===== config.mk =====
export PLATFORM = sky130hd
export DESIGN_NAME = ash_serial_port
export DESIGN_NICKNAME = d
export VERILOG_FILES = /design/src/include/ash_pkg.sv /design/src/include/ash_fifo_if.sv /design/src/rtl/ash_fifo.sv /design/src/rtl/ash_serial_port.sv
export SDC_FILE = /design/constraint.sdc
export NUM_CORES = 1
export LEC_CHECK = 0
export BUFFER_PORTS_ARGS = -buffer_cell sky130_fd_sc_hd__buf_2
export CAP_MARGIN = 40
export CORE_AREA = 2 2 272 247
export DETAILED_ROUTE_END_ITERATION = 8
export DIE_AREA = 0 0 274 249
export PLACE_DENSITY = 0.6
export SYNTH_ARGS = -nofsm -noshare
export SYNTH_HDL_FRONTEND = slang
export SYNTH_SLANG_ARGS = --single-unit

===== constraint.sdc =====
create_clock -name core_clk_i -period 4.5 [get_ports core_clk_i]
set_input_delay 0.45 -clock core_clk_i [delete_from_list [all_inputs] [get_ports core_clk_i]]
set_output_delay 0.45 -clock core_clk_i [all_outputs]
set_load 0.1 [all_outputs]

===== src/include/ash_pkg.sv =====
// How it works
// while a register write is in progress the data output stays undriven.
// while a register read is in progress the data input is ignored.
// write data are shifted in most significant bit first.
// read data are shifted out most significant bit first.
// the host is the serial master and rests the serial clock high between transfers.
// with select tied low the host learns of new data from bit 7 of the command byte.
// the host may instead watch the active-low sample ready pin.
// a framing host drives select low while either of its frame syncs is active.
// the host keeps the serial clock at or below 3 MHz.
// data input and data output may share one wire, since only reads drive it.
// after power-up the host first writes a command byte that selects the clock register.
// the clock-divide bit halves the modulator clock enable rate.
// the host then addresses the setup register and writes it, starting a calibration.
// the host loops on sample ready and data register reads until it has enough samples.
// sample ready falls when a new word is loaded and rises when a data read ends.
// 32 serial clocks with the input held at one return the port to await a command byte.
// right after the eighth bit of a command byte the selected transfer begins.
package ash_pkg;
  typedef enum logic [2:0] {
    ST_COMM  = 3'b001,
    ST_WRITE = 3'b010,
    ST_READ  = 3'b100
  } ash_state_e;

  // ==========================================================
  // register selects and command byte layout
  localparam logic [2:0] RS_COMM   = 3'h0;
  localparam logic [2:0] RS_SETUP  = 3'h1;
  localparam logic [2:0] RS_CLOCK  = 3'h2;
  localparam logic [2:0] RS_DATA   = 3'h3;
  localparam logic [2:0] RS_OFFSET = 3'h6;
  localparam logic [2:0] RS_GAIN   = 3'h7;
  localparam int COMM_READY_BIT = 7;
  localparam int COMM_RS_LSB    = 4;
  localparam int COMM_RW_BIT    = 3;
  localparam int COMM_STBY_BIT  = 2;
  localparam int COMM_CH_LSB    = 0;
  localparam int CLK_DIV_BIT     = 3;
  localparam int SETUP_FILTER_SYNC_HOLD_BIT = 0;
  localparam int SETUP_MODE_LSB  = 6;

  // ==========================================================
  // widths, lengths and reset values
  localparam int SAMPLE_W   = 16;
  localparam int FIFO_DEPTH = 32;
  localparam int SHIFT_W    = 24;
  localparam logic [4:0] LEN_BYTE = 5'h08;
  localparam logic [4:0] LEN_WORD = 5'h10;
  localparam logic [4:0] LEN_WIDE = 5'h18;
  localparam logic [5:0] ONES_RESET_COUNT = 6'h20;
  localparam logic [6:0] COMM_RST   = 7'h00;
  localparam logic [7:0] SETUP_RST  = 8'h00;
  localparam logic [7:0] CLOCK_RST  = 8'h00;
  localparam logic [23:0] CAL_RST   = 24'h000000;

  // transfer length in bits for a register select
  function automatic logic [4:0] reg_len(input logic [2:0] rs);
    unique case (rs)
      RS_DATA:            reg_len = LEN_WORD;
      RS_OFFSET, RS_GAIN: reg_len = LEN_WIDE;
      default:            reg_len = LEN_BYTE;
    endcase
  endfunction
endpackage


===== src/include/ash_fifo_if.sv =====
`timescale 1ns/10ps
interface ash_fifo_if #(parameter int W = 16);
  logic [W-1:0] in_data;
  logic         in_valid;
  logic         in_ready;
  logic [W-1:0] out_data;
  logic         out_valid;
  logic         out_ready;
  modport fifo (input in_data, in_valid, out_ready, output in_ready, out_data, out_valid);
  modport user (output in_data, in_valid, out_ready, input in_ready, out_data, out_valid);
endinterface


===== src/rtl/ash_fifo.sv =====
`timescale 1ns/10ps
module ash_fifo #(
  parameter int W     = 16,
  parameter int DEPTH = 32
) (
  input  wire logic core_clk_i,
  input  wire logic nrst_i,
  ash_fifo_if.fifo  q
);
  localparam int AW = $clog2(DEPTH);
  localparam logic [AW:0] FULL_CNT = (AW+1)'(DEPTH);

  logic [W-1:0]  mem [DEPTH];
  logic [AW-1:0] wr_ptr_reg, wr_ptr_next, rd_ptr_reg, rd_ptr_next;
  logic [AW:0]   cnt_reg, cnt_next, held;
  logic          ready_reg, ready_next, valid_reg, valid_next;
  logic [W-1:0]  data_reg, data_next;
  logic          push, fetch, pop;

  // ==========================================================
  // pointers, fill count and registered head word
  // the count includes the head word, so the buffer never holds more than DEPTH
  always_comb begin
    push        = q.in_valid & ready_reg;
    pop         = valid_reg & q.out_ready;
    held        = cnt_reg - {{AW{1'b0}}, valid_reg}; // words still in storage
    fetch       = (held != '0) & (~valid_reg | pop);
    wr_ptr_next = push ? wr_ptr_reg + 1'b1 : wr_ptr_reg;
    rd_ptr_next = fetch ? rd_ptr_reg + 1'b1 : rd_ptr_reg;
    cnt_next    = cnt_reg + {{AW{1'b0}}, push} - {{AW{1'b0}}, pop};
    ready_next  = (cnt_next != FULL_CNT);
    valid_next  = fetch | (valid_reg & ~pop);
    data_next   = fetch ? mem[rd_ptr_reg] : data_reg;
  end

  always_ff @(posedge core_clk_i) begin
    if (!nrst_i) begin
      wr_ptr_reg <= '0;
      rd_ptr_reg <= '0;
      cnt_reg    <= '0;
      ready_reg  <= 1'b0;
      valid_reg  <= 1'b0;
      data_reg   <= '0;
    end else begin
      wr_ptr_reg <= wr_ptr_next;
      rd_ptr_reg <= rd_ptr_next;
      cnt_reg    <= cnt_next;
      ready_reg  <= ready_next;
      valid_reg  <= valid_next;
      data_reg   <= data_next;
    end
  end

  // storage has no reset; only words behind the count are ever read
  always_ff @(posedge core_clk_i) begin
    if (push) begin
      mem[wr_ptr_reg] <= q.in_data;
    end
  end

  assign q.in_ready  = ready_reg;
  assign q.out_valid = valid_reg;
  assign q.out_data  = data_reg;
endmodule


===== src/rtl/ash_serial_port.sv =====
`timescale 1ns/10ps
module ash_serial_port (
  input  wire logic        core_clk_i,
  input  wire logic        nrst_i,
  input  wire logic        sclk_i,
  input  wire logic        cs_n_i,
  input  wire logic        din_i,
  output logic             dout_o,
  output logic             dout_oe_o,
  output logic             sample_ready_n_o,
  input  wire logic [15:0] sample_word_i,
  input  wire logic        sample_valid_i,
  output logic             word_ready_o,
  output logic [1:0]       channel_o,
  output logic             standby_o,
  output logic [7:0]       setup_o,
  output logic [7:0]       clock_cfg_o,
  output logic [23:0]      offset_o,
  output logic [23:0]      gain_o,
  output logic             filter_sync_hold_o,
  output logic             calib_start_o,
  output logic             mod_clk_en_o
);
  // ==========================================================
  // pin synchronisers: stage 1 feeds stage 2 only
  logic [2:0] sync1_reg, sync2_reg, prev_reg;
  logic       rise, fall, sel, din_s;

  always_ff @(posedge core_clk_i) begin
    if (!nrst_i) begin
      sync1_reg <= 3'h7;
      sync2_reg <= 3'h7;
      prev_reg  <= 3'h7;
    end else begin
      sync1_reg <= {sclk_i, cs_n_i, din_i};
      sync2_reg <= sync1_reg;
      prev_reg  <= sync2_reg;
    end
  end

  // edges on the clean copies; sclk is far slower than core_clk
  assign rise  = sync2_reg[2] & ~prev_reg[2];
  assign fall  = ~sync2_reg[2] & prev_reg[2];
  assign sel   = ~sync2_reg[1];
  assign din_s = sync2_reg[0];

  // ==========================================================
  // sample buffer in front of the data register
  ash_fifo_if #(.W(ash_pkg::SAMPLE_W)) fq ();

  ash_fifo #(.W(ash_pkg::SAMPLE_W), .DEPTH(ash_pkg::FIFO_DEPTH)) u_fifo (
    .core_clk_i (core_clk_i),
    .nrst_i     (nrst_i),
    .q          (fq.fifo)
  );

  assign fq.in_data  = sample_word_i;
  assign fq.in_valid = sample_valid_i;

  // ==========================================================
  // serial engine state
  ash_pkg::ash_state_e state_reg, state_next;
  logic [4:0]  bit_cnt_reg, bit_cnt_next, len_reg, len_next;
  logic [5:0]  ones_reg, ones_next;
  logic [23:0] in_sh_reg, in_sh_next, out_sh_reg, out_sh_next;
  logic [6:0]  comm_reg, comm_next;
  logic [7:0]  setup_reg, setup_next, clock_reg, clock_next;
  logic [23:0] offset_reg, offset_next, gain_reg, gain_next;
  logic [15:0] data_reg, data_next;
  logic        ready_n_reg, ready_n_next, oe_reg, oe_next;
  logic        cal_reg, cal_next, men_reg, men_next, load;
  logic [23:0] shifted;
  logic [7:0]  cbyte;
  logic [2:0]  rs;

  assign rs      = comm_reg[ash_pkg::COMM_RS_LSB +: 3];
  assign shifted = {in_sh_reg[22:0], din_s}; // msb arrives first
  assign cbyte   = shifted[7:0];
  // a word waits in the buffer until the previous one was read
  assign load = ready_n_reg & fq.out_valid &
                ~(state_reg == ash_pkg::ST_READ && rs == ash_pkg::RS_DATA);
  assign fq.out_ready = load;

  // read image, left aligned so bit 23 always leaves first
  function automatic logic [23:0] read_image(input logic [2:0] s, input logic [6:0] c,
                                             input logic r, input logic [7:0] su,
                                             input logic [7:0] ck, input logic [15:0] d,
                                             input logic [23:0] of, input logic [23:0] g);
    unique case (s)
      ash_pkg::RS_COMM:   read_image = {r, c, 16'h0000};
      ash_pkg::RS_SETUP:  read_image = {su, 16'h0000};
      ash_pkg::RS_CLOCK:  read_image = {ck, 16'h0000};
      ash_pkg::RS_DATA:   read_image = {d, 8'h00};
      ash_pkg::RS_OFFSET: read_image = of;
      ash_pkg::RS_GAIN:   read_image = g;
      default:            read_image = 24'h000000;
    endcase
  endfunction

  // next state of the serial engine and the register file
  always_comb begin
    state_next   = state_reg;
    bit_cnt_next = bit_cnt_reg;
    len_next     = len_reg;
    ones_next    = ones_reg;
    in_sh_next   = in_sh_reg;
    out_sh_next  = out_sh_reg;
    comm_next    = comm_reg;
    setup_next   = setup_reg;
    clock_next   = clock_reg;
    offset_next  = offset_reg;
    gain_next    = gain_reg;
    data_next    = data_reg;
    ready_n_next = ready_n_reg;
    cal_next     = 1'b0;
    if (!sel) begin
      bit_cnt_next = 5'h00;
      ones_next    = 6'h00;
    end else if (rise && state_reg != ash_pkg::ST_READ && din_s &&
                 ones_reg == ash_pkg::ONES_RESET_COUNT - 6'h01) begin
      state_next   = ash_pkg::ST_COMM; // registers keep their contents
      bit_cnt_next = 5'h00;
      ones_next    = 6'h00;
    end else if (rise) begin
      if (state_reg != ash_pkg::ST_READ) begin
        ones_next  = din_s ? ones_reg + 6'h01 : 6'h00;
        in_sh_next = shifted;
      end
      bit_cnt_next = bit_cnt_reg + 5'h01;
      unique case (state_reg)
        ash_pkg::ST_COMM: begin
          if (bit_cnt_reg == ash_pkg::LEN_BYTE - 5'h01) begin
            bit_cnt_next = 5'h00;
            // a byte with bit 7 set is not a command and is dropped
            if (!cbyte[ash_pkg::COMM_READY_BIT]) begin
              comm_next = cbyte[6:0];
              len_next  = ash_pkg::reg_len(cbyte[ash_pkg::COMM_RS_LSB +: 3]);
              if (cbyte[ash_pkg::COMM_RW_BIT]) begin
                state_next  = ash_pkg::ST_READ; // next transfer starts at once
                out_sh_next = read_image(cbyte[ash_pkg::COMM_RS_LSB +: 3], cbyte[6:0],
                                         ready_n_reg, setup_reg, clock_reg, data_reg,
                                         offset_reg, gain_reg);
              end else if (cbyte[ash_pkg::COMM_RS_LSB +: 3] != ash_pkg::RS_COMM) begin
                state_next = ash_pkg::ST_WRITE;
              end
            end
          end
        end
        ash_pkg::ST_WRITE: begin
          if (bit_cnt_reg == len_reg - 5'h01) begin
            state_next   = ash_pkg::ST_COMM;
            bit_cnt_next = 5'h00;
            unique case (rs)
              ash_pkg::RS_SETUP: begin
                setup_next = shifted[7:0];
                cal_next   = shifted[ash_pkg::SETUP_MODE_LSB +: 2] != 2'b00;
              end
              ash_pkg::RS_CLOCK:  clock_next  = shifted[7:0];
              ash_pkg::RS_OFFSET: offset_next = shifted;
              ash_pkg::RS_GAIN:   gain_next   = shifted;
              default: ; // data and test writes are absorbed
            endcase
          end
        end
        ash_pkg::ST_READ: begin
          // input bits are not looked at while reading
          if (bit_cnt_reg == len_reg - 5'h01) begin
            state_next   = ash_pkg::ST_COMM;
            bit_cnt_next = 5'h00;
            if (rs == ash_pkg::RS_DATA) begin
              ready_n_next = 1'b1; // read finished
            end
          end
        end
      endcase
    end
    // shift on the falling edge; the first bit is already out
    if (sel && fall && state_reg == ash_pkg::ST_READ && bit_cnt_reg != 5'h00) begin
      out_sh_next = {out_sh_reg[22:0], 1'b0};
    end
    if (load) begin
      data_next    = fq.out_data;
      ready_n_next = 1'b0; // new word available
    end
    // drive only during reads so the pins may share one wire
    oe_next  = (state_next == ash_pkg::ST_READ) & sel;
    // modulator clock enable, halved when the divide bit is set
    men_next = clock_reg[ash_pkg::CLK_DIV_BIT] ? ~men_reg : 1'b1;
  end

  always_ff @(posedge core_clk_i) begin
    if (!nrst_i) begin
      state_reg   <= ash_pkg::ST_COMM;
      bit_cnt_reg <= 5'h00;
      len_reg     <= ash_pkg::LEN_BYTE;
      ones_reg    <= 6'h00;
      in_sh_reg   <= 24'h000000;
      out_sh_reg  <= 24'h000000;
      comm_reg    <= ash_pkg::COMM_RST;
      setup_reg   <= ash_pkg::SETUP_RST;
      clock_reg   <= ash_pkg::CLOCK_RST;
      offset_reg  <= ash_pkg::CAL_RST;
      gain_reg    <= ash_pkg::CAL_RST;
      data_reg    <= 16'h0000;
      ready_n_reg <= 1'b1;
      oe_reg      <= 1'b0;
      cal_reg     <= 1'b0;
      men_reg     <= 1'b0;
    end else begin
      state_reg   <= state_next;
      bit_cnt_reg <= bit_cnt_next;
      len_reg     <= len_next;
      ones_reg    <= ones_next;
      in_sh_reg   <= in_sh_next;
      out_sh_reg  <= out_sh_next;
      comm_reg    <= comm_next;
      setup_reg   <= setup_next;
      clock_reg   <= clock_next;
      offset_reg  <= offset_next;
      gain_reg    <= gain_next;
      data_reg    <= data_next;
      ready_n_reg <= ready_n_next;
      oe_reg      <= oe_next;
      cal_reg     <= cal_next;
      men_reg     <= men_next;
    end
  end

  // outputs come straight from flops
  assign dout_o             = out_sh_reg[23];
  assign dout_oe_o          = oe_reg;
  assign sample_ready_n_o   = ready_n_reg;
  assign word_ready_o       = fq.in_ready;
  assign channel_o          = comm_reg[ash_pkg::COMM_CH_LSB +: 2];
  assign standby_o          = comm_reg[ash_pkg::COMM_STBY_BIT];
  assign setup_o            = setup_reg;
  assign clock_cfg_o        = clock_reg;
  assign offset_o           = offset_reg;
  assign gain_o             = gain_reg;
  assign filter_sync_hold_o = setup_reg[ash_pkg::SETUP_FILTER_SYNC_HOLD_BIT];
  assign calib_start_o      = cal_reg;
  assign mod_clk_en_o       = men_reg;
endmodule


==> impl_metrics.env, run 1 <==
export IMPL_grt_pass1_wl_microns=99500
export IMPL_syn_cell_area_sq_um=27900
export IMPL_post_synth_top_area_fraction=0.551
export IMPL_synth_seq_area_share=0.691
export IMPL_setup_tns_final_ns=0
export IMPL_irDropWorstVdd_v=0.000407
export IMPL_end_kind="register"
export IMPL_drc_errors=0
export IMPL_worst_pin_slew_ns=0.875
export IMPL_syn_to_final_growth_pct=14.2
export IMPL_antenna_found_initial=0
export IMPL_place_inst=2771
export IMPL_synth_ff_type="edfxtp_1"
export IMPL_syn_area_per_cell_sq_um=14.8
export IMPL_h_tree_depth=3
export IMPL_async_reset_ff_frac=0
export IMPL_hold_class="in -> reg"
export IMPL_drive_gt1_frac=0.187
export IMPL_arrival_ns=4.17
export IMPL_syn_num_nets=1922
export IMPL_hpwlAfterDp_microns=39800
export IMPL_cts_tree="done"
export IMPL_power_density_nw_per_um2=498
export IMPL_clk_transition_reported_paths_ns=0.06
export IMPL_num_rows=89
export IMPL_largest_register_ffs=512
export IMPL_antenna_left=0
export IMPL_switching_share=0.256
export IMPL_hold_buffers=0
export IMPL_grt_use_total=0.193
export IMPL_cp_required_ns=5.00
export IMPL_clock_latency_ns=0.62
export IMPL_skew_ns=0.0254
export IMPL_leakage_nw=10.5
export IMPL_initial_core_util=0.427
export IMPL_clock_sinks=706
export IMPL_ctsResizeCount=0
export IMPL_r2r_slack_ns=0.82
export IMPL_path_class="reg -> reg"
export IMPL_final_common_cell="edfxtp_1"
export IMPL_cap_violations=0
export IMPL_grt_ovfl_total=0
export IMPL_slew_viol_final=0
export IMPL_numPortBuffers=95
export IMPL_boundaryPins=96
export IMPL_yosysWarnings=0
export IMPL_fill_cells=5590
export IMPL_ys_top_cells_by_area="edfxtp_1 (55%), dfxtp_1 (14%), mux4_2 (8.2%), mux2i_1 (4.8%), nand2_1 (3.1%)"
export IMPL_pwr_share_comb=0.153
export IMPL_dieArea_sq_um=68200
export IMPL_p_sw_mw=4.06
export IMPL_yosysTopAreaCell="edfxtp_1"
export IMPL_first_pass_iters=5
export IMPL_grt_pass1_vias=15848
export IMPL_clockPowerShare=0.377
export IMPL_gp_congestion=0.819
export IMPL_cp_max_fo=17
export IMPL_top_register="u_fifo.mem"
export IMPL_final_nets=2024
export IMPL_grt_start_max_net_pins=71
export IMPL_wirelength_microns=66200
export IMPL_min_period_over_period=0.818
export IMPL_status="completed"
export IMPL_post_cts_buffers=0
export IMPL_r2r_cells=13
export IMPL_seq_power_share=0.470
export IMPL_yosys_register_bits=706
export IMPL_final_hold_viol_count=0
export IMPL_rsz0062_at_grt="no"
export IMPL_fp_dieW_microns=274
export IMPL_final_setup_viol_count=0
export IMPL_yosysUniqueCellTypes=63
export IMPL_clock_tree_buffer_depth=3
export IMPL_routedWlPerCell_microns=22.8
export IMPL_root_buffer="clkbuf_16"
export IMPL_coreArea_sq_um=65300
export IMPL_synth_edff_count=512
export IMPL_slew_limit_headroom=0.417
export IMPL_cp_start_kind="register"
export IMPL_clock_fmax_mhz=272
export IMPL_layout_common_cells="edfxtp_1 (512), nand2_1 (227), dfxtp_1 (190)"
export IMPL_vias=16238
export IMPL_drt_iter0_markers=1503
export IMPL_numCtsBuffers=74
export IMPL_die_h_microns=249
export IMPL_finalNonFillerCells=2905
export IMPL_period_needed_ns=3.68
export IMPL_p_int_mw=11.8
export IMPL_avgViaCountPerCell=5.59
export IMPL_hold_depth=2
export IMPL_postSynthCellCount=1881
[cell usage after synthesis, drive strengths merged, types with 8 or more instances]
cell type and count:
xnor2 9, ha 18, a22o 11, clkbuf 89, a21oi 125, buf 40
mux4 101, nor2 99, a211oi 39, a32o 16, nand3b 22, nor3 8
o221ai 16, nand2b 12, mux2i 134, nor2b 8, o21ai 46, nand2 227
o22ai 18, and2 14, dfxtp 194, mux2 11, nand3 27, inv 20
edfxtp 512
[final timing paths]
check	endpoint	start
min	sync1_reg[0]$_SDFF_PN1_	din_i
max reg2reg	u_fifo.q.in_ready$_SDFF_PN0_	state_reg[2]$_SDFF_PN0_
max	u_fifo.q.in_ready$_SDFF_PN0_	state_reg[2]$_SDFF_PN0_
min reg2reg	sync2_reg[0]$_SDFF_PN1_	sync1_reg[0]$_SDFF_PN1_
[stage by stage]
| step | worst slack, ns | area (sq um) | hold WS, ns | total power, mW | utilization |
|---|---|---|---|---|---|
| global placement | 0.883 | 29300 | 0.394 | 9.99 | 0.449 |
| global route | 0.518 | 31900 | 0.0548 | 16.5 | 0.488 |
| detailed placement | 0.846 | 29500 | 0.398 | 10.1 | 0.452 |
| CTS | 0.821 | 31900 | 0.0564 | 16.0 | 0.488 |
| finish | 0.821 | 31900 | 0.0560 | 15.9 | 0.488 |
| floorplan | 0.944 | 27900 | 0.386 | 9.25 | - |
[routing by layer]
metal	vias up	track usage	wire, microns	part of all wire
li1	7375	-	-	-
met1	8220	0.287	30000	0.45
met2	543	0.293	29900	0.45
met3	100	0.0367	4730	0.071
met4	0	0.0506	1480	0.022
met5	-	0	0	0
[power by group through the flow]
stage,Clock (mW),Combinational [mW],Sequential (mW)
5_1_grt,6.34,2.64,7.49
2_1_floorplan,0,1.89,7.37
4_1_cts,6.10,2.47,7.46
6_report,5.97,2.43,7.46
3_3_place_gp,0,2.34,7.66
3_5_place_dp,0,2.46,7.60
[final cells by class]
type,count,area [sq um],area share
Multi-Input combinational cell,1025,8020,0.252
Timing Repair Buffer,155,1030,0.0323
Inverter,21,81.3,0.00255
Sequential cell,706,19300,0.605
Clock buffer,112,2120,0.0665
Clock inverter,21,249,0.00782
Tap cell,864,1080,0.0339
Antenna cell,1,2.50,0.0000786
[critical path, cell delays in order (launching register included)]
cell	delay, ns
dfxtp_1	0.42
nor3b_1	0.24
nand3_1	0.16
and2_1	0.20
nand2_1	0.07
buf_4	0.21
clkinv_1	0.36
ha_1	0.42
inv_1	0.04
ha_1	0.20
fa_1	0.43
xnor2_1	0.16
or4_1	0.39
o31a_1	0.26
[cell families after synthesis]
kind of cell	synth area share
flip-flops	0.691
adder cells (fa/ha/maj)	0.00879
buffers and inverters	0.0221
AND/OR/NAND/NOR	0.0711
XOR/XNOR	0.00471
multiplexers	0.134
AO/OA/AOI/OAI	0.0687
(Power assumes the default switching activity.)
==> inputs of run 2 (changes only) <==
- PLACE_DENSITY: 0.6 -> 0.63
- clock period: 4.5 -> 3.15 ns (I/O delays scaled with it)
==> impl_metrics.env, run 2 (synthesized netlist as in run 1, its figures left out) <==
export IMPL_status="completed"
export IMPL_clk_transition_reported_paths_ns=0.06
export IMPL_cp_max_fo=3
export IMPL_final_setup_viol_count=0
export IMPL_cts_tree="done"
export IMPL_leakage_nw=10.5
export IMPL_final_nets=2037
export IMPL_startpoint="state_reg[2]$_SDFF_PN0_"
export IMPL_timing_hold_worst_start="sample_word_i[7]"
export IMPL_power_density_nw_per_um2=702
export IMPL_initial_core_util=0.427
export IMPL_grt_pass1_vias=15838
export IMPL_largest_register_ffs=512
export IMPL_drc_errors=0
export IMPL_gp_congestion=0.839
export IMPL_rsz0062_at_grt="no"
export IMPL_drt_iter0_markers=1862
export IMPL_coreArea_sq_um=65300
export IMPL_clock_tree_buffer_depth=3
export IMPL_ctsResizeCount=0
export IMPL_grt_use_total=0.189
export IMPL_hold_class="in -> reg"
export IMPL_setup_tns_final_ns=0
export IMPL_clock_latency_ns=0.61
export IMPL_period_needed_ns=2.94
export IMPL_top_register="u_fifo.mem"
export IMPL_hold_buffers=3
export IMPL_h_tree_depth=3
export IMPL_avgViaCountPerCell=5.57
export IMPL_min_period_over_period=0.933
export IMPL_cp_required_ns=3.64
export IMPL_r2r_start="state_reg[2]$_SDFF_PN0_"
export IMPL_fp_dieW_microns=274
export IMPL_slew_limit_headroom=0.414
export IMPL_cap_violations=0
export IMPL_syn_to_final_growth_pct=14.1
export IMPL_final_hold_viol_count=0
export IMPL_layout_common_cells="edfxtp_1 (512), nand2_1 (226), dfxtp_1 (189)"
export IMPL_hpwlAfterDp_microns=39700
export IMPL_antenna_cells=0
export IMPL_grt_ovfl_total=0
export IMPL_die_h_microns=249
export IMPL_post_cts_buffers=0
export IMPL_wirelength_microns=64700
export IMPL_worst_pin_slew_ns=0.877
export IMPL_numPortBuffers=95
export IMPL_end_kind="register"
export IMPL_path_class="reg -> reg"
export IMPL_final_common_cell="edfxtp_1"
export IMPL_slew_viol_final=0
export IMPL_vias=16222
export IMPL_final_util=0.487
export IMPL_dieArea_sq_um=68200
export IMPL_clock_sinks=706
export IMPL_routedWlPerCell_microns=22.2
export IMPL_first_pass_iters=5
export IMPL_arrival_ns=3.43
export IMPL_irDropWorstVdd_v=0.000533
export IMPL_clock_fmax_mhz=340
export IMPL_numCtsBuffers=70
export IMPL_grt_start_max_net_pins=139
export IMPL_boundaryPins=96
export IMPL_skew_ns=0.0264
export IMPL_drive_gt1_frac=0.191
export IMPL_root_buffer="clkbuf_16"
export IMPL_cp_start_kind="register"
export IMPL_fill_cells=5568
export IMPL_num_rows=89
export IMPL_antenna_found_initial=0
export IMPL_antenna_left=0
export IMPL_grt_pass1_wl_microns=97800
## run 2: report_power, final
group,switching [mW],total [mW],internal [mW]
registers,0.317,10.5,10.2
logic,2.02,3.70,1.69
clock network,3.40,8.10,4.70
total,5.73,22.3,16.6
## run 2: layout make-up
cell class	count	area, sq um	share of cell area
Sequential cell	706	19300	0.606
Clock buffer	104	1980	0.0623
Tap cell	864	1080	0.0340
Timing Repair Buffer	172	1140	0.0357
Inverter	21	82.6	0.00260
Clock inverter	22	243	0.00763
Multi-Input combinational cell	1025	8020	0.252
## run 2: through the flow
step / power, mW / hold WS (ns) / cell area (sq um) / cells / setup slack, ns
CTS: 22.5 / 0.234 / 31800 / 2914 / 0.210
detailed placement: 14.4 / 0.392 / 29600 / 2785 / 0.242
global placement: 14.3 / 0.395 / 29500 / 2784 / 0.293
floorplan: 13.2 / 0.386 / 27900 / 1881 / 0.0289
finish: 22.3 / 0.271 / 31800 / 2914 / 0.211
global route: 23.2 / 0.259 / 31800 / 2914 / 0.0458
## run 2: metal layers
layer  up-vias  part of all wire  track usage
li1       7378                 -            -
met1      8270              0.46        0.283
met2       483              0.45        0.281
met3        91             0.061       0.0361
met4         0             0.024       0.0536
met5         -                 0            0
## run 2: path summary, 6_finish.rpt
| check | end | slack, ns | depth (start not counted) |
|---|---|---|---|
| max reg2reg | u_fifo.q.in_ready$_SDFF_PN0_ | 0.21 | 11 |
| min | u_fifo.mem[31][7]$_DFFE_PP_ | 0.27 | 1 |
| min reg2reg | sync2_reg[1]$_SDFF_PN1_ | 0.41 | 1 |
| max | u_fifo.q.in_ready$_SDFF_PN0_ | 0.21 | 11 |
## run 2: critical path, cell delays in order, from the launching register on
cell and delay (ns):
dfxtp_1 0.33, nor3b_1 0.22, nand3_1 0.16, and2_1 0.20, nand2_2 0.08, clkinv_2 0.06, ha_1 0.27, inv_1 0.04
ha_1 0.20, fa_1 0.49, or4_1 0.52, o31a_1 0.25
